--- src/design/opdec_pkg.sv ---
// package: opcode decoder constants and carrier types
package opdec_pkg;
  // ****************
  // register and condition codes
  // ****************
  localparam logic [2:0] REG_B = 3'h0;
  localparam logic [2:0] REG_C = 3'h1;
  localparam logic [2:0] REG_D = 3'h2;
  localparam logic [2:0] REG_E = 3'h3;
  localparam logic [2:0] REG_H = 3'h4;
  localparam logic [2:0] REG_L = 3'h5;
  localparam logic [2:0] REG_MEM = 3'h6;
  localparam logic [2:0] REG_A = 3'h7;
  localparam logic [1:0] PAIR_BC = 2'h0;
  localparam logic [1:0] PAIR_DE = 2'h1;
  localparam logic [1:0] PAIR_HL = 2'h2;
  localparam logic [1:0] PAIR_AF = 2'h3;
  localparam logic [2:0] COND_NZ = 3'h0;
  localparam logic [2:0] COND_Z = 3'h1;
  localparam logic [2:0] COND_NC = 3'h2;
  localparam logic [2:0] COND_C = 3'h3;
  localparam logic [2:0] COND_PO = 3'h4;
  localparam logic [2:0] COND_PE = 3'h5;
  localparam logic [2:0] COND_P = 3'h6;
  localparam logic [2:0] COND_M = 3'h7;
  // ****************
  // fixed opcodes
  // ****************
  localparam logic [7:0] OP_PAIR_SWAP = 8'heb;
  localparam logic [7:0] OP_CALL = 8'hcd;
  localparam logic [7:0] OP_HL_TO_PC = 8'he9;
  // ****************
  // state counts
  // ****************
  localparam logic [4:0] ST_COPY = 5'h05;
  localparam logic [4:0] ST_MEM = 5'h07;
  localparam logic [4:0] ST_SWAP = 5'h04;
  localparam logic [4:0] ST_PUSH = 5'h0b;
  localparam logic [4:0] ST_POP = 5'h0a;
  localparam logic [4:0] ST_EXIT_NO = 5'h05;
  localparam logic [4:0] ST_EXIT_YES = 5'h0b;
  localparam logic [4:0] ST_CALL_NO = 5'h0b;
  localparam logic [4:0] ST_CALL_YES = 5'h11;
  localparam logic [4:0] ST_RESTART = 5'h0b;
  localparam logic [4:0] ST_HL_PC = 5'h05;
  localparam logic [4:0] ST_NONE = 5'h00;
  // ****************
  // carrier types
  // ****************
  typedef enum logic [3:0] {
    K_NONE, K_COPY, K_STORE, K_LOAD, K_SWAP, K_PUSH, K_POP, K_RETC, K_CALL, K_CALLC, K_RESTART, K_HLPC
  } op_kind_e;
  typedef struct packed {
    logic sign;
    logic zero;
    logic parity;
    logic carry;
  } flags_s;
  typedef struct packed {
    op_kind_e kind;
    logic [2:0] destRegField;
    logic [2:0] srcRegField;
    logic [1:0] pairSelectField;
    logic [2:0] conditionField;
    logic taken;
    logic [4:0] states;
    logic [15:0] target;
  } decode_s;
endpackage : opdec_pkg

--- src/design/byte_opcode_decoder_timing.sv ---
// design: single-byte opcode decoder with state counts
`timescale 1ns/1ps

// Overview of operation
// [RULE1] 01, dest field, source field copies a register, 5 states
// [RULE2] 01110 then source field stores the register at address in h/l, 7 states; the code decodes 01110110 as none, 0 states
// [RULE3] 01, dest field, 110 loads destination from address in h/l, 7 states
// [RULE4] 11101011 swaps d/e with h/l in 4 states, flags untouched
// [RULE5] 11, pair field, 0101 pushes the selected pair, 11 states; b/c is 11000101
// [RULE6] h/l push 11100101, accumulator-flags push 11110101, both 11 states
// [RULE7] 11, pair field, 0001 pops the selected pair in 10 states; b/c is 11000001
// [RULE8] pair field bits 5:4 select bc, de, hl, accumulator-flags
// [RULE9] 11, condition field, 000 exits conditionally: 5 states not taken, 11 taken
// [RULE10] condition field: nz, z, nc, c, po, pe, p, m in order
// [RULE11] call 11001101 17 states; 11, condition field, 100: 11 not taken, 17 taken
// [RULE12] restart 11aaa111 11 states; 11101001 loads pc from h/l, 5 states
// [RULE13] restart target is eight times bits 5:3, other bits zero
// [RULE14] register field b,c,d,e,h,l,a; code 110 is memory via h/l
// [RULE15] shorter count when condition false, longer when true
module byte_opcode_decoder_timing (
  // clock and reset
  input wire logic clk,
  input wire logic rstn,
  // fetched opcode from program memory
  input wire logic opValid,
  input wire logic [7:0] opByte,
  input wire opdec_pkg::flags_s flags,
  // decode result
  output opdec_pkg::decode_s decode,
  output logic decodeValid
);
  import opdec_pkg::*;

  // ****************
  // condition test
  // ****************
  function automatic logic condHolds(input logic [2:0] c, input flags_s f);
    logic r;
    r = 1'b0;
    unique case (c)
      COND_NZ: r = !f.zero; // RULE10
      COND_Z: r = f.zero;
      COND_NC: r = !f.carry;
      COND_C: r = f.carry;
      COND_PO: r = !f.parity;
      COND_PE: r = f.parity;
      COND_P: r = !f.sign;
      COND_M: r = f.sign;
    endcase
    return r;
  endfunction : condHolds

  // ****************
  // decode
  // ****************
  decode_s decode_r;
  decode_s decode_nxt;
  logic decodeValid_r;
  logic decodeValid_nxt;
  decode_s d;
  logic hit;

  always_comb begin
    d = '0;
    d.kind = K_NONE;
    d.destRegField = opByte[5:3];
    d.srcRegField = opByte[2:0];
    d.pairSelectField = opByte[5:4]; // RULE8
    d.conditionField = opByte[5:3];
    d.states = ST_NONE;
    hit = condHolds(opByte[5:3], flags);
    if (opByte[7:6] == 2'h1 && opByte != 8'h76) begin
      if (opByte[5:3] == REG_MEM) begin
        d.kind = K_STORE; // RULE2 RULE14
        d.states = ST_MEM;
      end else if (opByte[2:0] == REG_MEM) begin
        d.kind = K_LOAD; // RULE3 RULE14
        d.states = ST_MEM;
      end else begin
        d.kind = K_COPY; // RULE1
        d.states = ST_COPY;
      end
    end else if (opByte == OP_PAIR_SWAP) begin
      d.kind = K_SWAP; // RULE4
      d.states = ST_SWAP;
    end else if (opByte == OP_CALL) begin
      d.kind = K_CALL; // RULE11
      d.states = ST_CALL_YES;
      d.taken = 1'b1;
    end else if (opByte == OP_HL_TO_PC) begin
      d.kind = K_HLPC; // RULE12
      d.states = ST_HL_PC;
      d.taken = 1'b1;
    end else if (opByte[7:6] == 2'h3) begin
      unique case (opByte[3:0])
        4'h5, 4'hd: begin
          if (!opByte[3]) begin
            d.kind = K_PUSH; // RULE5 RULE6
            d.states = ST_PUSH;
          end
        end
        4'h1, 4'h9: begin
          if (!opByte[3]) begin
            d.kind = K_POP; // RULE7
            d.states = ST_POP;
          end
        end
        4'h0, 4'h8: begin
          d.kind = K_RETC; // RULE9
          d.taken = hit;
          d.states = hit ? ST_EXIT_YES : ST_EXIT_NO; // RULE15
        end
        4'h4, 4'hc: begin
          d.kind = K_CALLC; // RULE11
          d.taken = hit;
          d.states = hit ? ST_CALL_YES : ST_CALL_NO; // RULE15
        end
        4'h7, 4'hf: begin
          d.kind = K_RESTART; // RULE12
          d.taken = 1'b1;
          d.states = ST_RESTART;
          d.target = {10'h000, opByte[5:3], 3'h0}; // RULE13
        end
        default: d.kind = K_NONE;
      endcase
    end
    decode_nxt = opValid ? d : decode_r;
    decodeValid_nxt = opValid;
  end

  always_ff @(posedge clk or negedge rstn) begin
    if (!rstn) begin
      decode_r <= '0;
      decodeValid_r <= 1'b0;
    end else begin
      decode_r <= decode_nxt;
      decodeValid_r <= decodeValid_nxt;
    end
  end

  assign decode = decode_r;
  assign decodeValid = decodeValid_r;
endmodule : byte_opcode_decoder_timing

--- config.mk ---
export PLATFORM = sky130hd
export DESIGN_NAME = byte_opcode_decoder_timing
export DESIGN_NICKNAME = d
export VERILOG_FILES = /design/src/design/opdec_pkg.sv /design/src/design/byte_opcode_decoder_timing.sv
export SDC_FILE = /design/constraint.sdc
export NUM_CORES = 1
export LEC_CHECK = 0
export BUFFER_PORTS_ARGS = -buffer_cell sky130_fd_sc_hd__buf_2
export CAP_MARGIN = 20
export CORE_MARGIN = 2
export CORE_UTILIZATION = 48
export DETAILED_ROUTE_END_ITERATION = 10
export PLACE_DENSITY = 0.84
export SYNTH_ARGS = -nofsm -noshare
export SYNTH_HDL_FRONTEND = slang
export SYNTH_SLANG_ARGS = --single-unit
--- constraint.sdc ---
create_clock -name clk -period 1.1 [get_ports clk]
set_input_delay 0.22 -clock clk [delete_from_list [all_inputs] [get_ports clk]]
set_output_delay 0.22 -clock clk [all_outputs]
set_load 0.005 [all_outputs]
==> impl_metrics.prom, run 1 <==
# TYPE chip_impl_metric gauge
chip_impl_metric{name="grt_max_degree",unit=""} 21
chip_impl_info{name="slowest_stage",value="sky130_fd_sc_hd__dfrtp_1"} 1
chip_impl_metric{name="final_net_count",unit=""} 239
chip_impl_info{name="path_cells",value="buf_2"} 1
chip_impl_metric{name="postRouteWirelength",unit="µm"} 3710
chip_impl_metric{name="clock_insertion_delay_worst_skew",unit="ns"} 0.30
chip_impl_metric{name="grt_usage",unit=""} 0.225
chip_impl_metric{name="critical_path_peak_fanout",unit=""} 2
chip_impl_metric{name="post-dp-hpwl",unit="µm"} 2770
chip_impl_metric{name="final_max_slew_violation_count",unit=""} 0
chip_impl_metric{name="cts_buffers",unit=""} 3
chip_impl_info{name="run_status",value="finished, violations left"} 1
chip_impl_metric{name="ant_nets",unit=""} 0
chip_impl_metric{name="globalplace.congestion",unit=""} 0.928
chip_impl_metric{name="number_of_enable_type_register_cells_in_the_synthesized_netlist",unit=""} 0
chip_impl_metric{name="synthArstFlopShare",unit=""} 1.00
chip_impl_metric{name="total_power",unit="mW"} 1.81
chip_impl_info{name="grt_setup_unrepaired",value="true"} 1
chip_impl_metric{name="yosysWarningCount",unit=""} 0
chip_impl_metric{name="dieHeight",unit="µm"} 57.6
chip_impl_info{name="timing.critical_path.from_type",value="flop"} 1
chip_impl_metric{name="largest_buffer_count_on_any_clock_path",unit=""} 2
chip_impl_metric{name="drt_wl_cell",unit="µm"} 14.6
chip_impl_metric{name="crit_required",unit="ns"} 0.88
chip_impl_metric{name="dp_slack",unit="ns"} -0.336
chip_impl_info{name="critPathTopFamily",value="flip-flops"} 1
chip_impl_metric{name="area_delta_synth_final",unit="%"} 36.2
chip_impl_metric{name="synthesis.instances",unit=""} 155
chip_impl_metric{name="initial_core_util",unit=""} 0.504
chip_impl_metric{name="final.fill_count",unit=""} 230
chip_impl_metric{name="drt-initial-drc-count",unit=""} 57
chip_impl_metric{name="finalSetupViolCount",unit=""} 1
chip_impl_metric{name="port_buffers",unit=""} 39
chip_impl_metric{name="die_width",unit="µm"} 57.6
chip_impl_metric{name="design.core.area",unit="µm²"} 2730
chip_impl_metric{name="detailedRoute.firstPassIterationCount",unit=""} 4
chip_impl_metric{name="static_leak",unit="nW"} 0.953
chip_impl_info{name="tritoncts",value="built"} 1
chip_impl_metric{name="synth-seq-area-share",unit=""} 0.363
chip_impl_metric{name="finish.cell_count_without_fillers",unit=""} 254
chip_impl_metric{name="via_count",unit=""} 1400
chip_impl_metric{name="timing.critical_path.arrival",unit="ns"} 0.89
chip_impl_metric{name="synth.distinct_cells",unit=""} 50
chip_impl_metric{name="power_density",unit="nW/µm²"} 962
chip_impl_info{name="crit_path_end_kind",value="output pin"} 1
chip_impl_metric{name="clock-sinks",unit=""} 20
chip_impl_metric{name="placedCellCount",unit=""} 244
chip_impl_metric{name="timing.critical_path.buf_inv",unit=""} 1
chip_impl_metric{name="antenna_found_initial",unit=""} 0
chip_impl_info{name="violations_in_the_final_reports",value="negative setup slack"} 1
chip_impl_metric{name="first_global_vias",unit=""} 1260
chip_impl_metric{name="max_cap_violations",unit=""} 0
chip_impl_metric{name="syn-cell-area",unit="µm²"} 1380
chip_impl_metric{name="postSynthAreaPerCell",unit="µm²"} 8.89
chip_impl_info{name="ctsRootBufferMaster",value="sky130_fd_sc_hd__clkbuf_4"} 1
chip_impl_metric{name="ys_ff_latch",unit=""} 20
chip_impl_metric{name="hold_violations",unit=""} 0
chip_impl_metric{name="final.min_clock_period",unit="ns"} 1.11
chip_impl_metric{name="antenna-diode-count",unit=""} 0
chip_impl_metric{name="dieArea",unit="µm²"} 3310
chip_impl_info{name="most_used_flip_flop_cell_after_synthesis",value="sky130_fd_sc_hd__dfrtp_1"} 1
chip_impl_metric{name="num_io_pins",unit=""} 53
chip_impl_metric{name="cts_max_level",unit=""} 1
chip_impl_metric{name="achievable-frequency",unit="MHz"} 901
chip_impl_metric{name="grt_overflow",unit=""} 0
chip_impl_info{name="hold_class",value="in2reg"} 1
chip_impl_metric{name="vdd_ir_drop_max",unit="mV"} 0.990
chip_impl_metric{name="finClkSkew",unit="ns"} 0
chip_impl_metric{name="cts.reportedPaths.clkPinSlew",unit="ns"} 0.12
chip_impl_metric{name="grt_pass1_wl",unit="µm"} 5730
chip_impl_metric{name="setup_slack",unit="ns"} -0.0104
chip_impl_metric{name="sequential_cell_area",unit="µm²"} 500
chip_impl_metric{name="layout_worst_path_cycle_share",unit=""} 1.01
chip_impl_metric{name="multiInputGateArea",unit="µm²"} 767
chip_impl_metric{name="num_rows",unit=""} 19
chip_impl_info{name="crit_type",value="reg2out"} 1
chip_impl_metric{name="route.detailed.vias_per_inst",unit=""} 5.51
chip_impl_metric{name="critPathMaxStageDelay",unit="ns"} 0.43
chip_impl_metric{name="final_layout_size_suffix_gt1_frac",unit=""} 0.453
chip_impl_metric{name="route.detailed.drc",unit=""} 0
==> logic make-up after synthesis <==
kind of cell / after synthesis / share of synthesized area
AO/OA/AOI/OAI: 43 / 0.220
XOR/XNOR: 1 / 0.00636
buffers and inverters: 32 / 0.148
flip-flops: 20 / 0.363
multiplexers: 11 / 0.0863
other: 1 / 0.00272
AND/OR/NAND/NOR: 47 / 0.173
==> power by group <==
group | leakage, nW | switching (mW) | internal, mW
combinational | 0.677 | 0.273 | 0.273
sequential | 0.255 | 0.0318 | 0.789
clock | 0.0210 | 0.237 | 0.202
==> metrics by stage <==
step | hold slack (ns) | cell area (µm²) | TNS, ns | utilization
after floorplan | -0.0756 | 1440 | -0.00142 | -
after global placement | 0.183 | 1740 | -2.13 | 0.638
after detailed placement | 0.190 | 1740 | -2.71 | 0.638
after CTS | 0.244 | 1790 | -0.00689 | 0.655
after global routing | 0.242 | 1880 | -0.199 | 0.686
final | 0.249 | 1880 | -0.0104 | 0.686
==> cells in the final DEF, fill, tap and decap left out, types with 2 or more instances in the layout <==
cell,instances
sky130_fd_sc_hd__a21oi_1,8
sky130_fd_sc_hd__a22o_1,3
sky130_fd_sc_hd__buf_2,37
sky130_fd_sc_hd__buf_4,40
sky130_fd_sc_hd__clkbuf_4,3
sky130_fd_sc_hd__conb_1,13
sky130_fd_sc_hd__dfrtp_1,20
sky130_fd_sc_hd__inv_1,4
sky130_fd_sc_hd__mux2_2,7
sky130_fd_sc_hd__mux2i_1,4
sky130_fd_sc_hd__nand2_1,16
sky130_fd_sc_hd__nand2b_1,7
sky130_fd_sc_hd__nor2_1,10
sky130_fd_sc_hd__nor2b_1,2
sky130_fd_sc_hd__o21ai_1,9
sky130_fd_sc_hd__o2bb2ai_1,2
sky130_fd_sc_hd__o311ai_1,2
==> metal layers <==
layer | vias to the layer above | global-route usage | share of wire
met3 | 13 | 0.0385 | 0.072
met1 | 664 | 0.266 | 0.41
li1 | 659 | - | -
met5 | - | 0 | 0
met4 | 0 | 0.110 | 0.025
met2 | 64 | 0.390 | 0.49
==> cells in the mapped netlist, drive strengths merged, types with 2 or more instances <==
| cell type | instances | share of area |
|---|---|---|
| a22oi | 2 | 0.015 |
| clkbuf | 2 | 0.0055 |
| nand2 | 16 | 0.044 |
| dfrtp | 20 | 0.36 |
| nor3 | 2 | 0.011 |
| o311ai | 2 | 0.013 |
| inv | 5 | 0.014 |
| o2bb2ai | 2 | 0.013 |
| buf | 25 | 0.13 |
| a22o | 3 | 0.019 |
| a21oi | 9 | 0.035 |
| nand2b | 7 | 0.032 |
| nor2 | 11 | 0.032 |
| nand3b | 2 | 0.014 |
| o41ai | 2 | 0.013 |
| a31oi | 2 | 0.0091 |
| o21ai | 10 | 0.036 |
| mux2 | 7 | 0.057 |
| mux2i | 4 | 0.029 |
| nor2b | 3 | 0.015 |
==> worst paths after layout <==
check | startpoint | to | slack, ns | depth (start not counted)
worst max-delay path | decode[18] | decode[18] | -0.01 | 1
worst min-delay path | opValid | decodeValid | 0.25 | 2
worst max register to register | decode[21] | decode[21] | 0.19 | 3
worst min register to register | decode[35] | decode[35] | 0.51 | 2
max in group asynchronous | rstn | decode[29] | 0.41 | 2
min in group asynchronous | rstn | decode[20] | 0.37 | 2
==> state kept, by name (all words and copies together) (netlist names) <==
| register | count |
|---|---|
| decode | 19 |
| decodeValid | 1 |
==> area by class of cell <==
cell class                 instances  area share
multi-input combinational        115       0.409
timing repair buffer              79       0.275
clock buffer                       4      0.0193
inverter                           5      0.0100
tap                               31      0.0207
sequential                        20       0.267
==> what timing repair did <==
item,CTS,global route
endpoints found under the setup margin,1,18
gates resized for setup,0,10
hold buffers,1,0
buffers inserted,0,5
endpoints found under the hold margin,20,0
pin swaps,0,1
Note: power is estimated with default switching activity, not from simulation.
==> run 2: changes to the inputs <==
--- a/config.mk
+++ b/config.mk
@@ -7,10 +7,11 @@
 export LEC_CHECK = 0
 export BUFFER_PORTS_ARGS = -buffer_cell sky130_fd_sc_hd__buf_2
 export CAP_MARGIN = 20
+export CORE_ASPECT_RATIO = 1.2
 export CORE_MARGIN = 2
 export CORE_UTILIZATION = 48
 export DETAILED_ROUTE_END_ITERATION = 10
-export PLACE_DENSITY = 0.84
+export PLACE_DENSITY = 0.79
 export SYNTH_ARGS = -nofsm -noshare
 export SYNTH_HDL_FRONTEND = slang
 export SYNTH_SLANG_ARGS = --single-unit
==> run 2 against run 1 <==
Against the previous run:
- the run now ends clean
- setup slack better by 0.033 ns
- clock power about the same
- worst hold slack worse by 0.055 ns
- non-clock buffer count down 3
- first-iteration DRC count down 37%
- utilization down 1.6 points
- sequential share of layout area up 0.38 points
- cell area down 1.4%
- global-route usage up 0.55 points
- clock skew unchanged
- highest routed layer unchanged
==> impl_metrics.prom, run 2 (synthesized netlist as in run 1, its figures left out) <==
# TYPE chip_impl_metric gauge
chip_impl_metric{name="finalSetupViolCount",unit=""} 0
chip_impl_metric{name="final_net_count",unit=""} 236
chip_impl_info{name="final_common_cell",value="sky130_fd_sc_hd__buf_2"} 1
chip_impl_info{name="hold_class",value="in2reg"} 1
chip_impl_info{name="path_cells",value="buf_2"} 1
chip_impl_metric{name="static_leak",unit="nW"} 0.930
chip_impl_info{name="slowest_stage",value="sky130_fd_sc_hd__dfrtp_1"} 1
chip_impl_metric{name="multiInputGateArea",unit="µm²"} 762
chip_impl_metric{name="achievable-frequency",unit="MHz"} 928
chip_impl_metric{name="postRouteWirelength",unit="µm"} 3640
chip_impl_metric{name="hold_violations",unit=""} 0
chip_impl_metric{name="whs",unit="ns"} 0.194
chip_impl_info{name="critPathTopFamily",value="flip-flops"} 1
chip_impl_metric{name="sw_frac",unit=""} 0.301
chip_impl_metric{name="final_max_slew_violation_count",unit=""} 0
chip_impl_metric{name="detailedRoute.firstPassIterationCount",unit=""} 4
chip_impl_metric{name="net-switching-power",unit="mW"} 0.538
chip_impl_metric{name="largest_register_ffs",unit=""} 19
chip_impl_metric{name="design.core.area",unit="µm²"} 2760
chip_impl_metric{name="clock_insertion_delay_worst_skew",unit="ns"} 0.31
chip_impl_info{name="tritoncts",value="built"} 1
chip_impl_info{name="most_frequent_cells_in_the_layout",value="38 x sky130_fd_sc_hd__buf_2, 35 x sky130_fd_sc_hd__buf_4, 20 x sky130_fd_sc_hd__dfrtp_1"} 1
chip_impl_metric{name="num_rows",unit=""} 21
chip_impl_metric{name="total_power",unit="mW"} 1.79
chip_impl_metric{name="port_buffers",unit=""} 39
chip_impl_metric{name="dieArea",unit="µm²"} 3320
chip_impl_metric{name="layout.cell_area.non_filler",unit="µm²"} 1850
chip_impl_metric{name="fin_tns_setup",unit="ns"} 0
chip_impl_metric{name="grt_pass1_wl",unit="µm"} 5710
chip_impl_metric{name="timing.critical_path.arrival",unit="ns"} 0.86
chip_impl_metric{name="final_layout_size_suffix_gt1_frac",unit=""} 0.455
chip_impl_metric{name="num_io_pins",unit=""} 53
chip_impl_metric{name="ant_nets",unit=""} 0
chip_impl_metric{name="power_frac_seq",unit=""} 0.457
chip_impl_info{name="grt_setup_unrepaired",value="true"} 1
chip_impl_metric{name="grt_usage",unit=""} 0.230
chip_impl_metric{name="antenna_found_initial",unit=""} 0
chip_impl_metric{name="vdd_ir_drop_max",unit="mV"} 0.533
chip_impl_metric{name="layout.core_utilization",unit=""} 0.671
chip_impl_metric{name="first_global_vias",unit=""} 1352
chip_impl_info{name="crit_path_end_kind",value="output pin"} 1
chip_impl_metric{name="cts.reportedPaths.clkPinSlew",unit="ns"} 0.12
chip_impl_metric{name="p_int",unit="mW"} 1.25
chip_impl_metric{name="power_density",unit="nW/µm²"} 966
chip_impl_info{name="crit_type",value="reg2out"} 1
chip_impl_metric{name="drt-initial-drc-count",unit=""} 36
chip_impl_metric{name="layout_worst_path_cycle_share",unit=""} 0.979
chip_impl_metric{name="dieHeight",unit="µm"} 62.7
chip_impl_metric{name="clock_power_frac",unit=""} 0.246
chip_impl_info{name="run_status",value="complete, no violations"} 1
chip_impl_metric{name="final.min_clock_period",unit="ns"} 1.08
chip_impl_metric{name="post-dp-hpwl",unit="µm"} 2870
chip_impl_metric{name="sequential_cell_area",unit="µm²"} 500
chip_impl_metric{name="grt_overflow",unit=""} 0
chip_impl_metric{name="route.detailed.drc",unit=""} 0
chip_impl_metric{name="critical_path_peak_fanout",unit=""} 3
chip_impl_metric{name="antenna-diode-count",unit=""} 0
chip_impl_info{name="ctsRootBufferMaster",value="sky130_fd_sc_hd__clkbuf_4"} 1
chip_impl_metric{name="share_comb_of_total_power",unit=""} 0.298
chip_impl_metric{name="grt_max_degree",unit=""} 21
chip_impl_metric{name="timing.critical_path.buf_inv",unit=""} 1
chip_impl_metric{name="route.detailed.vias_per_inst",unit=""} 5.46
chip_impl_metric{name="crit_required",unit="ns"} 0.88
chip_impl_metric{name="initial_core_util",unit=""} 0.499
chip_impl_info{name="timing.critical_path.from_type",value="flop"} 1
chip_impl_metric{name="post_dp_cell_area",unit="µm²"} 1740
chip_impl_metric{name="cts_max_level",unit=""} 1
chip_impl_metric{name="final.fill_count",unit=""} 225
chip_impl_metric{name="clock-sinks",unit=""} 20
chip_impl_metric{name="finClkSkew",unit="ns"} 0
chip_impl_metric{name="max_cap_violations",unit=""} 0
chip_impl_metric{name="globalplace.congestion",unit=""} 0.963
chip_impl_metric{name="critPathMaxStageDelay",unit="ns"} 0.42
chip_impl_metric{name="area_delta_synth_final",unit="%"} 34.3
chip_impl_metric{name="via_count",unit=""} 1387
chip_impl_metric{name="cts_buffers",unit=""} 3
chip_impl_metric{name="die_width",unit="µm"} 52.9
chip_impl_metric{name="largest_buffer_count_on_any_clock_path",unit=""} 2
chip_impl_metric{name="drt_wl_cell",unit="µm"} 14.3
[run 2: power by group through the flow]
| stage | clock network (mW) | registers (mW) | logic, mW |
|---|---|---|---|
| after global placement | 0 | 0.829 | 0.485 |
| after CTS | 0.438 | 0.818 | 0.510 |
| after floorplan | 0 | 0.838 | 0.304 |
| after detailed placement | 0 | 0.833 | 0.504 |
| after global routing | 0.481 | 0.825 | 0.579 |
| final | 0.439 | 0.817 | 0.532 |
[run 2: final timing paths]
kind                       slack (ns)       start  cells past startpoint           to
hold reg to reg                  0.49  decode[35]                      2   decode[35]
setup / recovery                 0.02  decode[22]                      1   decode[30]
setup reg to reg                 0.19  decode[21]                      3   decode[21]
hold / removal                   0.19     opValid                      2  decodeValid
max in group asynchronous        0.42        rstn                      2   decode[22]
min in group asynchronous        0.36        rstn                      2   decode[29]
[run 2: repair_timing]
item | CTS | global route
hold endpoints to repair | 20 | 0
setup endpoints to repair | 1 | 16
gates cloned | 0 | 0
buffers inserted | 0 | 3
pin swaps | 0 | 1
hold buffers | 1 | 0
resized for setup | 1 | 7
[run 2: final cells by class]
cell class,instances,share of cell area
Multi-Input combinational cell,115,0.412
Sequential cell,20,0.270
Timing Repair Buffer,76,0.265
Tap cell,34,0.0230
Clock buffer,4,0.0196
Inverter,5,0.0101
[run 2: through the flow]
step / setup WS [ns] / std cells
2_1_floorplan: -0.00142 / 167
3_3_place_gp: -0.262 / 246
3_5_place_dp: -0.339 / 246
4_1_cts: 0.00695 / 251
5_1_grt: -0.0263 / 254
6_report: 0.0227 / 254
[run 2: layer usage]
layer,wire length (µm),vias to the layer above,track usage
met5,0,-,0
met4,117,0,0.138
met3,213,11,0.0335
met2,1940,64,0.397
met1,1360,659,0.256
li1,-,653,-
==> run 3: changes to the inputs <==
--- a/config.mk
+++ b/config.mk
@@ -12,6 +12,7 @@
 export CORE_UTILIZATION = 48
 export DETAILED_ROUTE_END_ITERATION = 10
 export PLACE_DENSITY = 0.79
+export SETUP_SLACK_MARGIN = 0.2
 export SYNTH_ARGS = -nofsm -noshare
 export SYNTH_HDL_FRONTEND = slang
 export SYNTH_SLANG_ARGS = --single-unit
==> run 3 against run 2 <==
Against the previous run:
- via count grew 9.2%
- non-clock buffer count up 10
- count of clock-buffer cells in the layout decreased by 1
- clock skew stayed put
- cell area grew 15%
- the flow now finishes with violations (negative setup slack)
- largest cell class unchanged
- global-route usage rose by 2.9 points
- sequential power barely moved
- utilization rose by 10 points
- final cell count is 3.5% higher
- sequential share of layout area shrank 3.6 points
==> impl_metrics.prom, run 3 (synthesized netlist as in run 1, its figures left out) <==
# TYPE chip_impl_metric gauge
chip_impl_info{name="run_status",value="finished, violations left"} 1
chip_impl_info{name="violations_in_the_final_reports",value="negative setup slack"} 1
chip_impl_metric{name="setup_slack",unit="ns"} -0.0667
chip_impl_metric{name="layout.cell_area.non_filler",unit="µm²"} 2130
chip_impl_metric{name="dieArea",unit="µm²"} 3320
chip_impl_metric{name="postRouteWirelength",unit="µm"} 4560
chip_impl_metric{name="finalSetupViolCount",unit=""} 4
chip_impl_metric{name="share_comb_of_total_power",unit=""} 0.372
chip_impl_info{name="crit_path_end_kind",value="flop"} 1
chip_impl_metric{name="max_cap_violations",unit=""} 0
chip_impl_metric{name="die_width",unit="µm"} 52.9
chip_impl_metric{name="antenna_found_initial",unit=""} 0
chip_impl_metric{name="antenna-diode-count",unit=""} 0
chip_impl_metric{name="reg2regPathDepth",unit=""} 4
chip_impl_metric{name="vdd_ir_drop_max",unit="mV"} 0.606
chip_impl_metric{name="sw_frac",unit=""} 0.325
chip_impl_metric{name="static_leak",unit="nW"} 1.06
chip_impl_info{name="final_common_cell",value="sky130_fd_sc_hd__buf_4"} 1
chip_impl_metric{name="finClkSkew",unit="ns"} 0
chip_impl_metric{name="final_layout_size_suffix_gt1_frac",unit=""} 0.563
chip_impl_metric{name="power_density",unit="nW/µm²"} 885
chip_impl_metric{name="grt_pass1_wl",unit="µm"} 6360
chip_impl_metric{name="post_dp_cell_area",unit="µm²"} 1740
chip_impl_metric{name="power_frac_seq",unit=""} 0.433
chip_impl_metric{name="final.min_clock_period",unit="ns"} 1.17
chip_impl_metric{name="first_global_vias",unit=""} 1385
chip_impl_info{name="ctsRootBufferMaster",value="sky130_fd_sc_hd__clkbuf_4"} 1
chip_impl_info{name="reg2reg_launch_point",value="decode[17]"} 1
chip_impl_metric{name="cts_max_level",unit=""} 1
chip_impl_metric{name="p_int",unit="mW"} 1.27
chip_impl_metric{name="drt-initial-drc-count",unit=""} 47
chip_impl_metric{name="net-switching-power",unit="mW"} 0.614
chip_impl_info{name="timing.critical_path.from_type",value="input pin"} 1
chip_impl_info{name="grt_setup_unrepaired",value="true"} 1
chip_impl_info{name="crit_path_start",value="opByte[0]"} 1
chip_impl_metric{name="worst_hold_stages",unit=""} 2
chip_impl_metric{name="grt_usage",unit=""} 0.259
chip_impl_metric{name="layout_worst_path_cycle_share",unit=""} 1.06
chip_impl_metric{name="timing.critical_path.arrival",unit="ns"} 1.38
chip_impl_metric{name="route.detailed.drc",unit=""} 0
chip_impl_metric{name="hold_violations",unit=""} 0
chip_impl_metric{name="final_net_count",unit=""} 246
chip_impl_metric{name="design.core.area",unit="µm²"} 2760
chip_impl_metric{name="largest_buffer_count_on_any_clock_path",unit=""} 2
chip_impl_info{name="hold_start",value="opValid"} 1
chip_impl_metric{name="initial_core_util",unit=""} 0.499
chip_impl_metric{name="route.detailed.vias_per_inst",unit=""} 5.76
chip_impl_metric{name="whs",unit="ns"} 0.260
chip_impl_metric{name="critical_path_peak_fanout",unit=""} 7
chip_impl_metric{name="num_rows",unit=""} 21
chip_impl_metric{name="cts_buffers",unit=""} 3
chip_impl_metric{name="area_delta_synth_final",unit="%"} 55.0
chip_impl_metric{name="grt_overflow",unit=""} 0
chip_impl_metric{name="via_count",unit=""} 1515
chip_impl_info{name="hold_class",value="in2reg"} 1
chip_impl_metric{name="port_buffers",unit=""} 39
chip_impl_metric{name="drt_wl_cell",unit="µm"} 17.3
chip_impl_info{name="tritoncts",value="built"} 1
chip_impl_metric{name="detailedRoute.firstPassIterationCount",unit=""} 4
chip_impl_metric{name="clock_insertion_delay_worst_skew",unit="ns"} 0.32
chip_impl_metric{name="final.fill_count",unit=""} 175
chip_impl_metric{name="ant_nets",unit=""} 0
chip_impl_metric{name="globalplace.congestion",unit=""} 0.975
chip_impl_metric{name="clock_power_frac",unit=""} 0.195
chip_impl_metric{name="crit_required",unit="ns"} 1.31
chip_impl_info{name="crit_type",value="in2reg"} 1
chip_impl_metric{name="achievable-frequency",unit="MHz"} 857
chip_impl_metric{name="largest_register_ffs",unit=""} 19
chip_impl_info{name="most_frequent_cells_in_the_layout",value="37 x sky130_fd_sc_hd__buf_4, 34 x sky130_fd_sc_hd__buf_2, 20 x sky130_fd_sc_hd__dfrtp_1"} 1
chip_impl_metric{name="num_io_pins",unit=""} 53
chip_impl_metric{name="clock-sinks",unit=""} 20
chip_impl_metric{name="dieHeight",unit="µm"} 62.7
chip_impl_metric{name="post-dp-hpwl",unit="µm"} 2800
chip_impl_metric{name="cts.reportedPaths.clkPinSlew",unit="ns"} 0.11
chip_impl_metric{name="grt_max_degree",unit=""} 21
chip_impl_metric{name="final_max_slew_violation_count",unit=""} 0
run 3: layer usage:
metal / global-route usage / up-vias / routed length [µm]
met5: 0 / - / 0
met4: 0.154 / 0 / 328
met3: 0.0407 / 37 / 266
met2: 0.433 / 84 / 2450
met1: 0.300 / 721 / 1510
li1: - / 673 / -
run 3: power by group through the flow:
stage | clock network (mW) | logic [mW] | registers, mW
finish | 0.368 | 0.703 | 0.818
global route | 0.409 | 0.748 | 0.823
CTS | 0.354 | 0.596 | 0.817
detailed placement | 0 | 0.508 | 0.833
global placement | 0 | 0.487 | 0.829
floorplan | 0 | 0.328 | 0.838
run 3: final timing paths:
path,to,slack (ns)
worst max-delay path,decode[18],-0.07
worst min-delay path,decodeValid,0.26
worst max register to register,decode[17],0.10
worst min register to register,decode[21],0.51
max in group asynchronous,decode[27],0.40
min in group asynchronous,decode[35],0.38
run 3: worst max-delay path: stages:
cell	delay [ns]
sky130_fd_sc_hd__buf_2	0.13
sky130_fd_sc_hd__nand3b_1	0.25
sky130_fd_sc_hd__o21ai_1	0.26
sky130_fd_sc_hd__nand2_1	0.15
sky130_fd_sc_hd__buf_4	0.16
sky130_fd_sc_hd__nor2_1	0.13
sky130_fd_sc_hd__a21oi_2	0.07
run 3: final cells by class:
cell class	count	area (µm²)	share of cell area
multi-input combinational	115	905	0.424
inverter	5	18.8	0.00879
clock buffer	3	22.5	0.0106
tap	34	42.5	0.0199
sequential	20	500	0.234
timing repair buffer	86	646	0.302
run 3: per-stage QoR:
stage               TNS (ns)  setup slack, ns  total power, mW  utilization  instances
floorplan           -0.00247         -0.00123             1.17            -        167
global placement       -1.95           -0.262             1.32        0.630        242
detailed placement     -2.55           -0.341             1.34        0.630        242
CTS                        0          0.00366             1.77        0.715        257
global route          -0.326          -0.0444             1.98        0.774        263
finish               -0.0946          -0.0667             1.89        0.774        263
run 3: what timing repair did:
item	4_1_cts	5_1_grt
buffers inserted	11	6
endpoints found under the hold margin	20	0
setup endpoints to repair	34	38
hold buffers	1	0
resized for setup	23	26
pin swaps	9	19
